===== config.mk =====
export PLATFORM = sky130hd
export DESIGN_NAME = pulse_timer
export DESIGN_NICKNAME = d
export VERILOG_FILES = /design/src/rtl/pulse_timer.v
export VERILOG_INCLUDE_DIRS = /design/src /design/src/rtl
export SDC_FILE = /design/constraint.sdc
export NUM_CORES = 1
export LEC_CHECK = 0
export BUFFER_PORTS_ARGS = -buffer_cell sky130_fd_sc_hd__buf_4
export CAP_MARGIN = 20
export CORE_ASPECT_RATIO = 0.75
export CORE_MARGIN = 2
export CORE_UTILIZATION = 50
export DETAILED_ROUTE_END_ITERATION = 12
export PLACE_DENSITY = 0.68
export SYNTH_ARGS = -nofsm -noshare
export SYNTH_HDL_FRONTEND = slang
export SYNTH_SLANG_ARGS = --single-unit

===== constraint.sdc =====
create_clock -name clk -period 18.38 [get_ports clk]
set_clock_uncertainty 0.05 [all_clocks]
set_input_delay 0.919 -clock clk [delete_from_list [all_inputs] [get_ports clk]]
set_output_delay 0.919 -clock clk [all_outputs]
set_load 0.01 [all_outputs]

===== src/rtl/pulse_timer_map.vh =====
// Register map, field positions, reset values and timing counts
`ifndef PULSE_TIMER_MAP_VH
`define PULSE_TIMER_MAP_VH

`define ADDR_W 8
`define OFF_CTRL 8'h00
`define OFF_DIV 8'h04
`define OFF_PERIOD 8'h08
`define OFF_DUTY 8'h0C
`define OFF_STATUS 8'h10

`define CTRL_EN 0
`define CTRL_MODE_LO 1
`define CTRL_MODE_HI 2
`define CTRL_EXT 3
`define CTRL_POL 4
`define CTRL_GATE 5

`define MODE_RATE 2'h0
`define MODE_ONE 2'h1
`define MODE_REP 2'h2

`define CTRL_RST 32'h0000_0030
`define DIV_RST 32'h0000_0064
`define PERIOD_RST 32'h0000_000A
`define DUTY_RST 32'h0000_0005

`define RESP_OKAY 2'h0
`define RESP_SLVERR 2'h2

`define CLK_HZ 100000000
`define MAX_OUT_HZ 18000000
`define MIN_OUT_CYC ((`CLK_HZ + `MAX_OUT_HZ - 1) / `MAX_OUT_HZ)
`define MIN_PERIOD 2
`define MIN_DIV ((`MIN_OUT_CYC + `MIN_PERIOD - 1) / `MIN_PERIOD)

`endif


===== src/rtl/pulse_timer.v =====
// Counter channel with rate, one-shot and repetitive one-shot outputs
// Operation
// - Rate mode: pulse train while gate active
// - Rate mode: stop at once when gate drops
// - Period from divided internal or external clock
// - Output frequency limited to 18 MHz on the internal source; external clock ticks bypass the divider
// - Rate: source, divider, polarity, duty, level gate
// - One-shot: single pulse on selected gate edge
// - After one-shot, ignore everything until restart
// - One-shot: source, divider, polarity, edge gate
// - One-shot modes force full duty cycle
// - Repetitive: one pulse per qualifying gate edge
// - Repetitive runs until software stops it
// - Gate edges during pulse are dropped
// - Repetitive: polarity, source, divider, edge gate
// - Output polarity chosen by software
`timescale 1ns/100ps
`include "pulse_timer_map.vh"

module pulse_timer
(
	input wire clk,
	input wire rst,
	input wire gate_pin,
	input wire ext_clk_pin,
	output reg pulse_out_q,
	input wire [`ADDR_W-1:0] s_axi_awaddr,
	input wire s_axi_awvalid,
	output reg s_axi_awready,
	input wire [31:0] s_axi_wdata,
	input wire [3:0] s_axi_wstrb,
	input wire s_axi_wvalid,
	output reg s_axi_wready,
	output reg [1:0] s_axi_bresp,
	output reg s_axi_bvalid,
	input wire s_axi_bready,
	input wire [`ADDR_W-1:0] s_axi_araddr,
	input wire s_axi_arvalid,
	output reg s_axi_arready,
	output reg [31:0] s_axi_rdata,
	output reg [1:0] s_axi_rresp,
	output reg s_axi_rvalid,
	input wire s_axi_rready
);

	localparam [2:0] S_IDLE = 3'h0;
	localparam [2:0] S_ARM = 3'h1;
	localparam [2:0] S_PULSE = 3'h2;
	localparam [2:0] S_DONE = 3'h3;
	localparam [2:0] S_RATE = 3'h4;
	localparam [31:0] MIN_DIV = `MIN_DIV;
	localparam [31:0] MIN_PERIOD = `MIN_PERIOD;
	reg [31:0] ctrl_q;
	reg [31:0] div_q;
	reg [31:0] period_q;
	reg [31:0] duty_q;
	reg restart_q;
	reg aw_full_q;
	reg w_full_q;
	reg [`ADDR_W-1:0] waddr_q;
	reg [31:0] wdata_q;
	reg [3:0] wstrb_q;
	reg gate_s1_q;
	reg gate_s2_q;
	reg gate_s3_q;
	reg ext_s1_q;
	reg ext_s2_q;
	reg ext_s3_q;
	reg [31:0] dcnt_q;
	reg [31:0] cnt_q;
	reg [2:0] st_q;
	reg [2:0] st_d;
	reg phase_clr;
	wire [31:0] wmask;
	wire [1:0] mode;
	wire pol;
	wire gate_sel;
	wire [31:0] div_lim;
	wire [31:0] per_lim;
	wire int_tick;
	wire ext_tick;
	wire tick;
	wire gate_ok;
	wire gate_edge;
	wire active;
	wire [`ADDR_W-1:0] wword;
	wire [`ADDR_W-1:0] rword;
	wire [31:0] ctrl_new;
	genvar i;
	generate
		for (i = 0; i < 4; i = i + 1)
		begin : g_mask
			assign wmask[8*i+7:8*i] = {8{wstrb_q[i]}};
		end
	endgenerate
	function [31:0] merge;
		input [31:0] old;
		input [31:0] nw;
		input [31:0] m;
		begin
			merge = (old & ~m) | (nw & m);
		end
	endfunction
	assign ctrl_new = merge(ctrl_q, wdata_q, wmask);
	assign wword = {waddr_q[`ADDR_W-1:2], 2'h0};
	assign rword = {s_axi_araddr[`ADDR_W-1:2], 2'h0};
	assign mode = ctrl_q[`CTRL_MODE_HI:`CTRL_MODE_LO];
	assign pol = ctrl_q[`CTRL_POL];
	assign gate_sel = ctrl_q[`CTRL_GATE];

	// Minimum divider and period keep the internal-source output at or under 18 MHz
	assign div_lim = (div_q < MIN_DIV) ? MIN_DIV : div_q;
	assign per_lim = (period_q < MIN_PERIOD) ? MIN_PERIOD : period_q;
	assign int_tick = (dcnt_q == div_lim - 32'h0000_0001);
	assign ext_tick = ext_s2_q & ~ext_s3_q;
	assign tick = ctrl_q[`CTRL_EXT] ? ext_tick : int_tick;
	// Level gate: 1 = high active, 0 = low active
	assign gate_ok = (gate_s2_q == gate_sel);
	// Edge gate: 1 = rising, 0 = falling
	assign gate_edge = gate_sel ? (gate_s2_q & ~gate_s3_q)
		: (~gate_s2_q & gate_s3_q);
	// Gate term kept here so the train drops without waiting on state
	assign active = ((st_q == S_RATE) && gate_ok && (cnt_q < duty_q))
		|| (st_q == S_PULSE);
	// Synchronisers; only stage two and three feed logic
	always @(posedge clk or posedge rst)
	begin
		if (rst)
		begin
			gate_s1_q <= 1'b0;
			gate_s2_q <= 1'b0;
			gate_s3_q <= 1'b0;
			ext_s1_q <= 1'b0;
			ext_s2_q <= 1'b0;
			ext_s3_q <= 1'b0;
		end
		else
		begin
			gate_s1_q <= gate_pin;
			gate_s2_q <= gate_s1_q;
			gate_s3_q <= gate_s2_q;
			ext_s1_q <= ext_clk_pin;
			ext_s2_q <= ext_s1_q;
			ext_s3_q <= ext_s2_q;
		end
	end
	always @*
	begin
		st_d = st_q;
		phase_clr = 1'b0;
		case (st_q)
			S_IDLE:
				st_d = S_IDLE;
			S_ARM:
				if (mode == `MODE_RATE)
				begin
					if (gate_ok)
					begin
						st_d = S_RATE;
						phase_clr = 1'b1;
					end
				end
				else if (gate_edge)
				begin
					st_d = S_PULSE;
					phase_clr = 1'b1;
				end
			S_RATE:
				if (!gate_ok)
					st_d = S_ARM;
			S_PULSE:
				if (tick && (cnt_q == per_lim - 32'h0000_0001))
				begin
					if (mode == `MODE_ONE)
						st_d = S_DONE;
					else
						st_d = S_ARM;
				end
			S_DONE:
				st_d = S_DONE;
			default:
				st_d = S_IDLE;
		endcase
		if (!ctrl_q[`CTRL_EN])
			st_d = S_IDLE;
		else if (restart_q)
		begin
			st_d = S_ARM;
			phase_clr = 1'b0;
		end
	end
	always @(posedge clk or posedge rst)
	begin
		if (rst)
		begin
			st_q <= S_IDLE;
			dcnt_q <= 32'h0000_0000;
			cnt_q <= 32'h0000_0000;
			pulse_out_q <= 1'b0;
		end
		else
		begin
			st_q <= st_d;
			if (phase_clr || int_tick)
				dcnt_q <= 32'h0000_0000;
			else
				dcnt_q <= dcnt_q + 32'h0000_0001;
			if (phase_clr || st_q == S_ARM || st_q == S_IDLE)
				cnt_q <= 32'h0000_0000;
			else if (tick)
			begin
				if (cnt_q == per_lim - 32'h0000_0001)
					cnt_q <= 32'h0000_0000;
				else
					cnt_q <= cnt_q + 32'h0000_0001;
			end
			// Gate edges in S_PULSE are never looked at, so none queue
			pulse_out_q <= active ? pol : ~pol;
		end
	end

	// Register write path; address and data may arrive in either order
	always @(posedge clk or posedge rst)
	begin
		if (rst)
		begin
			s_axi_awready <= 1'b0;
			s_axi_wready <= 1'b0;
			s_axi_bvalid <= 1'b0;
			s_axi_bresp <= `RESP_OKAY;
			aw_full_q <= 1'b0;
			w_full_q <= 1'b0;
			waddr_q <= {`ADDR_W{1'b0}};
			wdata_q <= 32'h0000_0000;
			wstrb_q <= 4'h0;
			restart_q <= 1'b0;
			ctrl_q <= `CTRL_RST;
			div_q <= `DIV_RST;
			period_q <= `PERIOD_RST;
			duty_q <= `DUTY_RST;
		end
		else
		begin
			restart_q <= 1'b0;
			if (s_axi_awready && s_axi_awvalid)
			begin
				s_axi_awready <= 1'b0;
				aw_full_q <= 1'b1;
				waddr_q <= s_axi_awaddr;
			end
			else if (!aw_full_q && !s_axi_awready)
				s_axi_awready <= 1'b1;
			if (s_axi_wready && s_axi_wvalid)
			begin
				s_axi_wready <= 1'b0;
				w_full_q <= 1'b1;
				wdata_q <= s_axi_wdata;
				wstrb_q <= s_axi_wstrb;
			end
			else if (!w_full_q && !s_axi_wready)
				s_axi_wready <= 1'b1;
			if (s_axi_bvalid && s_axi_bready)
				s_axi_bvalid <= 1'b0;
			if (aw_full_q && w_full_q && !s_axi_bvalid)
			begin
				aw_full_q <= 1'b0;
				w_full_q <= 1'b0;
				s_axi_bvalid <= 1'b1;
				s_axi_bresp <= `RESP_OKAY;
				case (wword)
					`OFF_CTRL:
					begin
						ctrl_q <= ctrl_new;
						// Writing enable again re-arms a finished one-shot
						restart_q <= ctrl_new[`CTRL_EN];
					end
					`OFF_DIV:
						div_q <= merge(div_q, wdata_q, wmask);
					`OFF_PERIOD:
						period_q <= merge(period_q, wdata_q, wmask);
					`OFF_DUTY:
						duty_q <= merge(duty_q, wdata_q, wmask);
					`OFF_STATUS:
						s_axi_bresp <= `RESP_OKAY;
					default:
						s_axi_bresp <= `RESP_SLVERR;
				endcase
			end
		end
	end

	// Register read path; answer one cycle after the address is taken
	always @(posedge clk or posedge rst)
	begin
		if (rst)
		begin
			s_axi_arready <= 1'b0;
			s_axi_rvalid <= 1'b0;
			s_axi_rdata <= 32'h0000_0000;
			s_axi_rresp <= `RESP_OKAY;
		end
		else
		begin
			if (s_axi_rvalid && s_axi_rready)
				s_axi_rvalid <= 1'b0;
			if (s_axi_arready && s_axi_arvalid)
			begin
				s_axi_arready <= 1'b0;
				s_axi_rvalid <= 1'b1;
				s_axi_rresp <= `RESP_OKAY;
				case (rword)
					`OFF_CTRL:
						s_axi_rdata <= ctrl_q;
					`OFF_DIV:
						s_axi_rdata <= div_q;
					`OFF_PERIOD:
						s_axi_rdata <= period_q;
					`OFF_DUTY:
						s_axi_rdata <= duty_q;
					`OFF_STATUS:
						s_axi_rdata <= {28'h000_0000, gate_s2_q,
							st_q == S_DONE, pulse_out_q == pol,
							st_q != S_IDLE && st_q != S_DONE};
					default:
					begin
						s_axi_rdata <= 32'h0000_0000;
						s_axi_rresp <= `RESP_SLVERR;
					end
				endcase
			end
			else if (!s_axi_rvalid && !s_axi_arready)
				s_axi_arready <= 1'b1;
		end
	end

endmodule


==> results_dict.tcl <==
set metrics [dict create \
    initial_core_util_pct 51.0 \
    grt_max_degree 182 \
    yosys-top-cells-area "dfrtp_1, mux2_2, mux4_2, xnor2_1, ha_1" \
    synth_cell_types 71 \
    worstSetupStartpointType "flop" \
    drc 0 \
    drtPass1Iterations 5 \
    layout.nets 1628 \
    rrSetupSlack_ps 11840 \
    crit_buf_inv 1 \
    postCtsSetupBuffers 0 \
    dieHeight_um 159 \
    syn_to_final_growth_pct 12.8 \
    cts_max_path_buffers 3 \
    gp_routability_congestion 0.931 \
    hold_path_end "gate_s2_q" \
    cts_sinks 286 \
    root_buffer "clkbuf_16" \
    worst-path-max-fanout 41 \
    cpLargestDelayFamily "simple AND/OR/NAND/NOR gates" \
    cp-end-kind "flop" \
    ys_warn_count 0 \
    grt_overflow 0 \
    clock_latency_ps 580 \
    cp_data_required_time_ps 18720 \
    ys_seq_area_share_pct 44.8 \
    syn_area_um2 16000 \
    num_io_pins 103 \
    arrival_ps 6880 \
    die-area_um2 33500 \
    cts_tree "yes" \
    worst_slack_ps 11840 \
    synth_xor_area_share_pct 5.69 \
    critPathSlowestCell "nor4_1" \
    async_flop_share_pct 100 \
    p_int_mw 1.99 \
    portBuffers 96 \
    fin_setup_tns_ps 0 \
    grt_util_all_layers_pct 26.6 \
    status "completed" \
    met2WireLength_mm 19.2 \
    placed_cell_area_um2 17000 \
    hold_start "gate_s1_q" \
    highest_layer "met4" \
    path_clk_slew_ps 60 \
    finalHoldViolCount 0 \
    tightestPinTransition_ps 1100 \
    drt_iter0_markers 1005 \
    syn_inst 1466 \
    post_cts_resized 0 \
    worstPathCellList "or3_1 -> or4_1 -> nor3_1 -> nor2_1 -> ha_1 -> nand2b_1 -> nor4_1 -> a21oi_1 -> a31oi_1 -> or4_1 -> or4b_1 -> o31a_1 -> buf_4 -> nor4_1 -> a31oi_1" \
    grt_first_pass_wirelength_mm 69.5 \
    wirelength_mm 44.1 \
    critPathKind "flop to flop" \
    timing.final.crit_share_pct 35.6 \
    combPwrFrac_pct 54.8 \
    worstHoldPathType "flop to flop" \
    num_vias 12117 \
    synth_compound_area_share_pct 11.5 \
    rows 56 \
    cts_buffers 29 \
    wl_per_cell_um 22.5 \
    drv_slew 0 \
    coreArea_um2 31400 \
    synth_top_family_by_area "multiplexers" \
    critPathMaxStageDelay_ps 900 \
    irDropWorstVdd_mv 0.120 \
    r2r_cells 15 \
    stdcell_count 1961 \
    dp_slack_ps 12080 \
    seqPwrFrac_pct 28.3 \
    cellLeakagePower_nw 8.20 \
    rsz0062_at_grt "false" \
    postCtsHoldBufs 0 \
    finalCriticalPeriod_ps 6540 \
    powerDensity_nw_per_um2 206 \
    final_antenna_net_count 0 \
    wl_met1_mm 21.3 \
    synthSimpleGateAreaFrac_pct 14.6 \
    r2r-end "st_q[1]" \
    ys_seq_elements 286 \
    antenna_found_initial 1 \
    swShare_pct 46.3 \
    yosys.area_share.adder_pct 2.74 \
    synth.area.mux_share_pct 17.2 \
    setup_viol 0 \
    final_area_um2 18000 \
    synth_edf_count 0 \
    grt_pass1_vias 11633 \
    whs_path_depth 0 \
    slew-limit-headroom_pct 26.3 \
    synth.avg_cell_area_um2 10.9 \
    antenna_cells 0 \
    synth.largest_area_cell "dfrtp_1" \
    die_w_um 211 \
    netlist.area_leader.share_pct 43.3 \
    cap_viol_max_count 0 \
    wl_met3_mm 3.12 \
    clkPwrFrac_pct 16.9 \
    placed_cells 1907 \
    via_per_inst 6.18 \
    place_hpwl_mm 32.3 \
    cts_max_level 1 \
    switching_power_mw 1.72 \
    layout-drive-gt1-share_pct 26.0 \
    max_freq_ghz 0.153 \
    synth_flop_cell "dfrtp_1" \
]
-- power by group through the flow --
stage	Combinational, mW	Sequential, mW	Clock, mW
after floorplan	1.47	0.926	0
after global placement	1.95	1.05	0
after detailed placement	1.95	1.06	0
after CTS	1.96	1.05	0.638
after global routing	2.20	1.08	0.665
final	2.03	1.05	0.626
-- final cells by class --
type | count | area, um^2
inverters | 60 | 233
well taps | 406 | 508
multi-input cells | 1046 | 8290
flip-flops and latches | 286 | 7170
repair buffers | 109 | 831
clock buffers | 43 | 868
clock inverters | 11 | 148
fillers | 2723 | 13300
-- stage by stage --
| stage | utilization, % | total power [mW] | hold WS (ps) |
|---|---|---|---|
| floorplan | - | 2.39 | 281 |
| global placement | 54.3 | 3.00 | 293 |
| detailed placement | 54.3 | 3.01 | 286 |
| CTS | 57.5 | 3.65 | 309 |
| global route | 57.5 | 3.94 | 318 |
| finish | 57.5 | 3.71 | 307 |
-- cell usage after synthesis, types with 14 or more instances --
master / count
nand2b_1: 17
clkbuf_1: 60
dfrtp_1: 277
mux4_2: 32
a32oi_1: 20
nor3_1: 32
a21o_1: 19
or3_1: 25
xnor2_1: 64
and3_1: 20
nor4_1: 23
nor2_1: 93
o21ai_0: 38
a22o_1: 28
and2_1: 23
ha_1: 35
inv_1: 60
xor2_1: 40
nand3_1: 44
nand2_1: 73
a31oi_1: 14
mux2_2: 173
a21oi_1: 31
nand4_1: 32
-- worst max-delay path by stage --
stage	startpoint	to	slack [ps]	cells after the start
after CTS	flop	st_q[1]	12030	15
after global routing	flop	st_q[1]	11550	15
final	flop	st_q[1]	11840	15
after detailed placement	flop	st_q[1]	12080	15
after floorplan	rst	asynchronous set/reset pin	9530	1
after global placement	flop	st_q[1]	12150	15
-- kinds of logic after synthesis --
logic type / count (synthesis)
muxes: 213
AOI/OAI and AO/OA: 251
adders and majority gates: 35
and+or+nand+nor: 441
other: 1
xor gates and xnor gates: 104
DFF: 286
buffers and inverters: 135
-- metal layers --
layer  track usage, %  vias up
met3             4.95       33
met2             39.5      401
met5                0        -
met1             41.6     6130
li1                 -     5553
met4             3.78        0
-- layout by cell type (no fill, tap or decap), drive strengths merged, types with 40 or more instances in the layout --
cell / count
buf: 109
clkbuf: 43
dfrtp: 277
inv: 61
mux2: 173
nand2: 73
nand3: 44
nor2: 93
o21ai: 42
xnor2: 64
xor2: 40
Power figures use the tool's default switching activity.
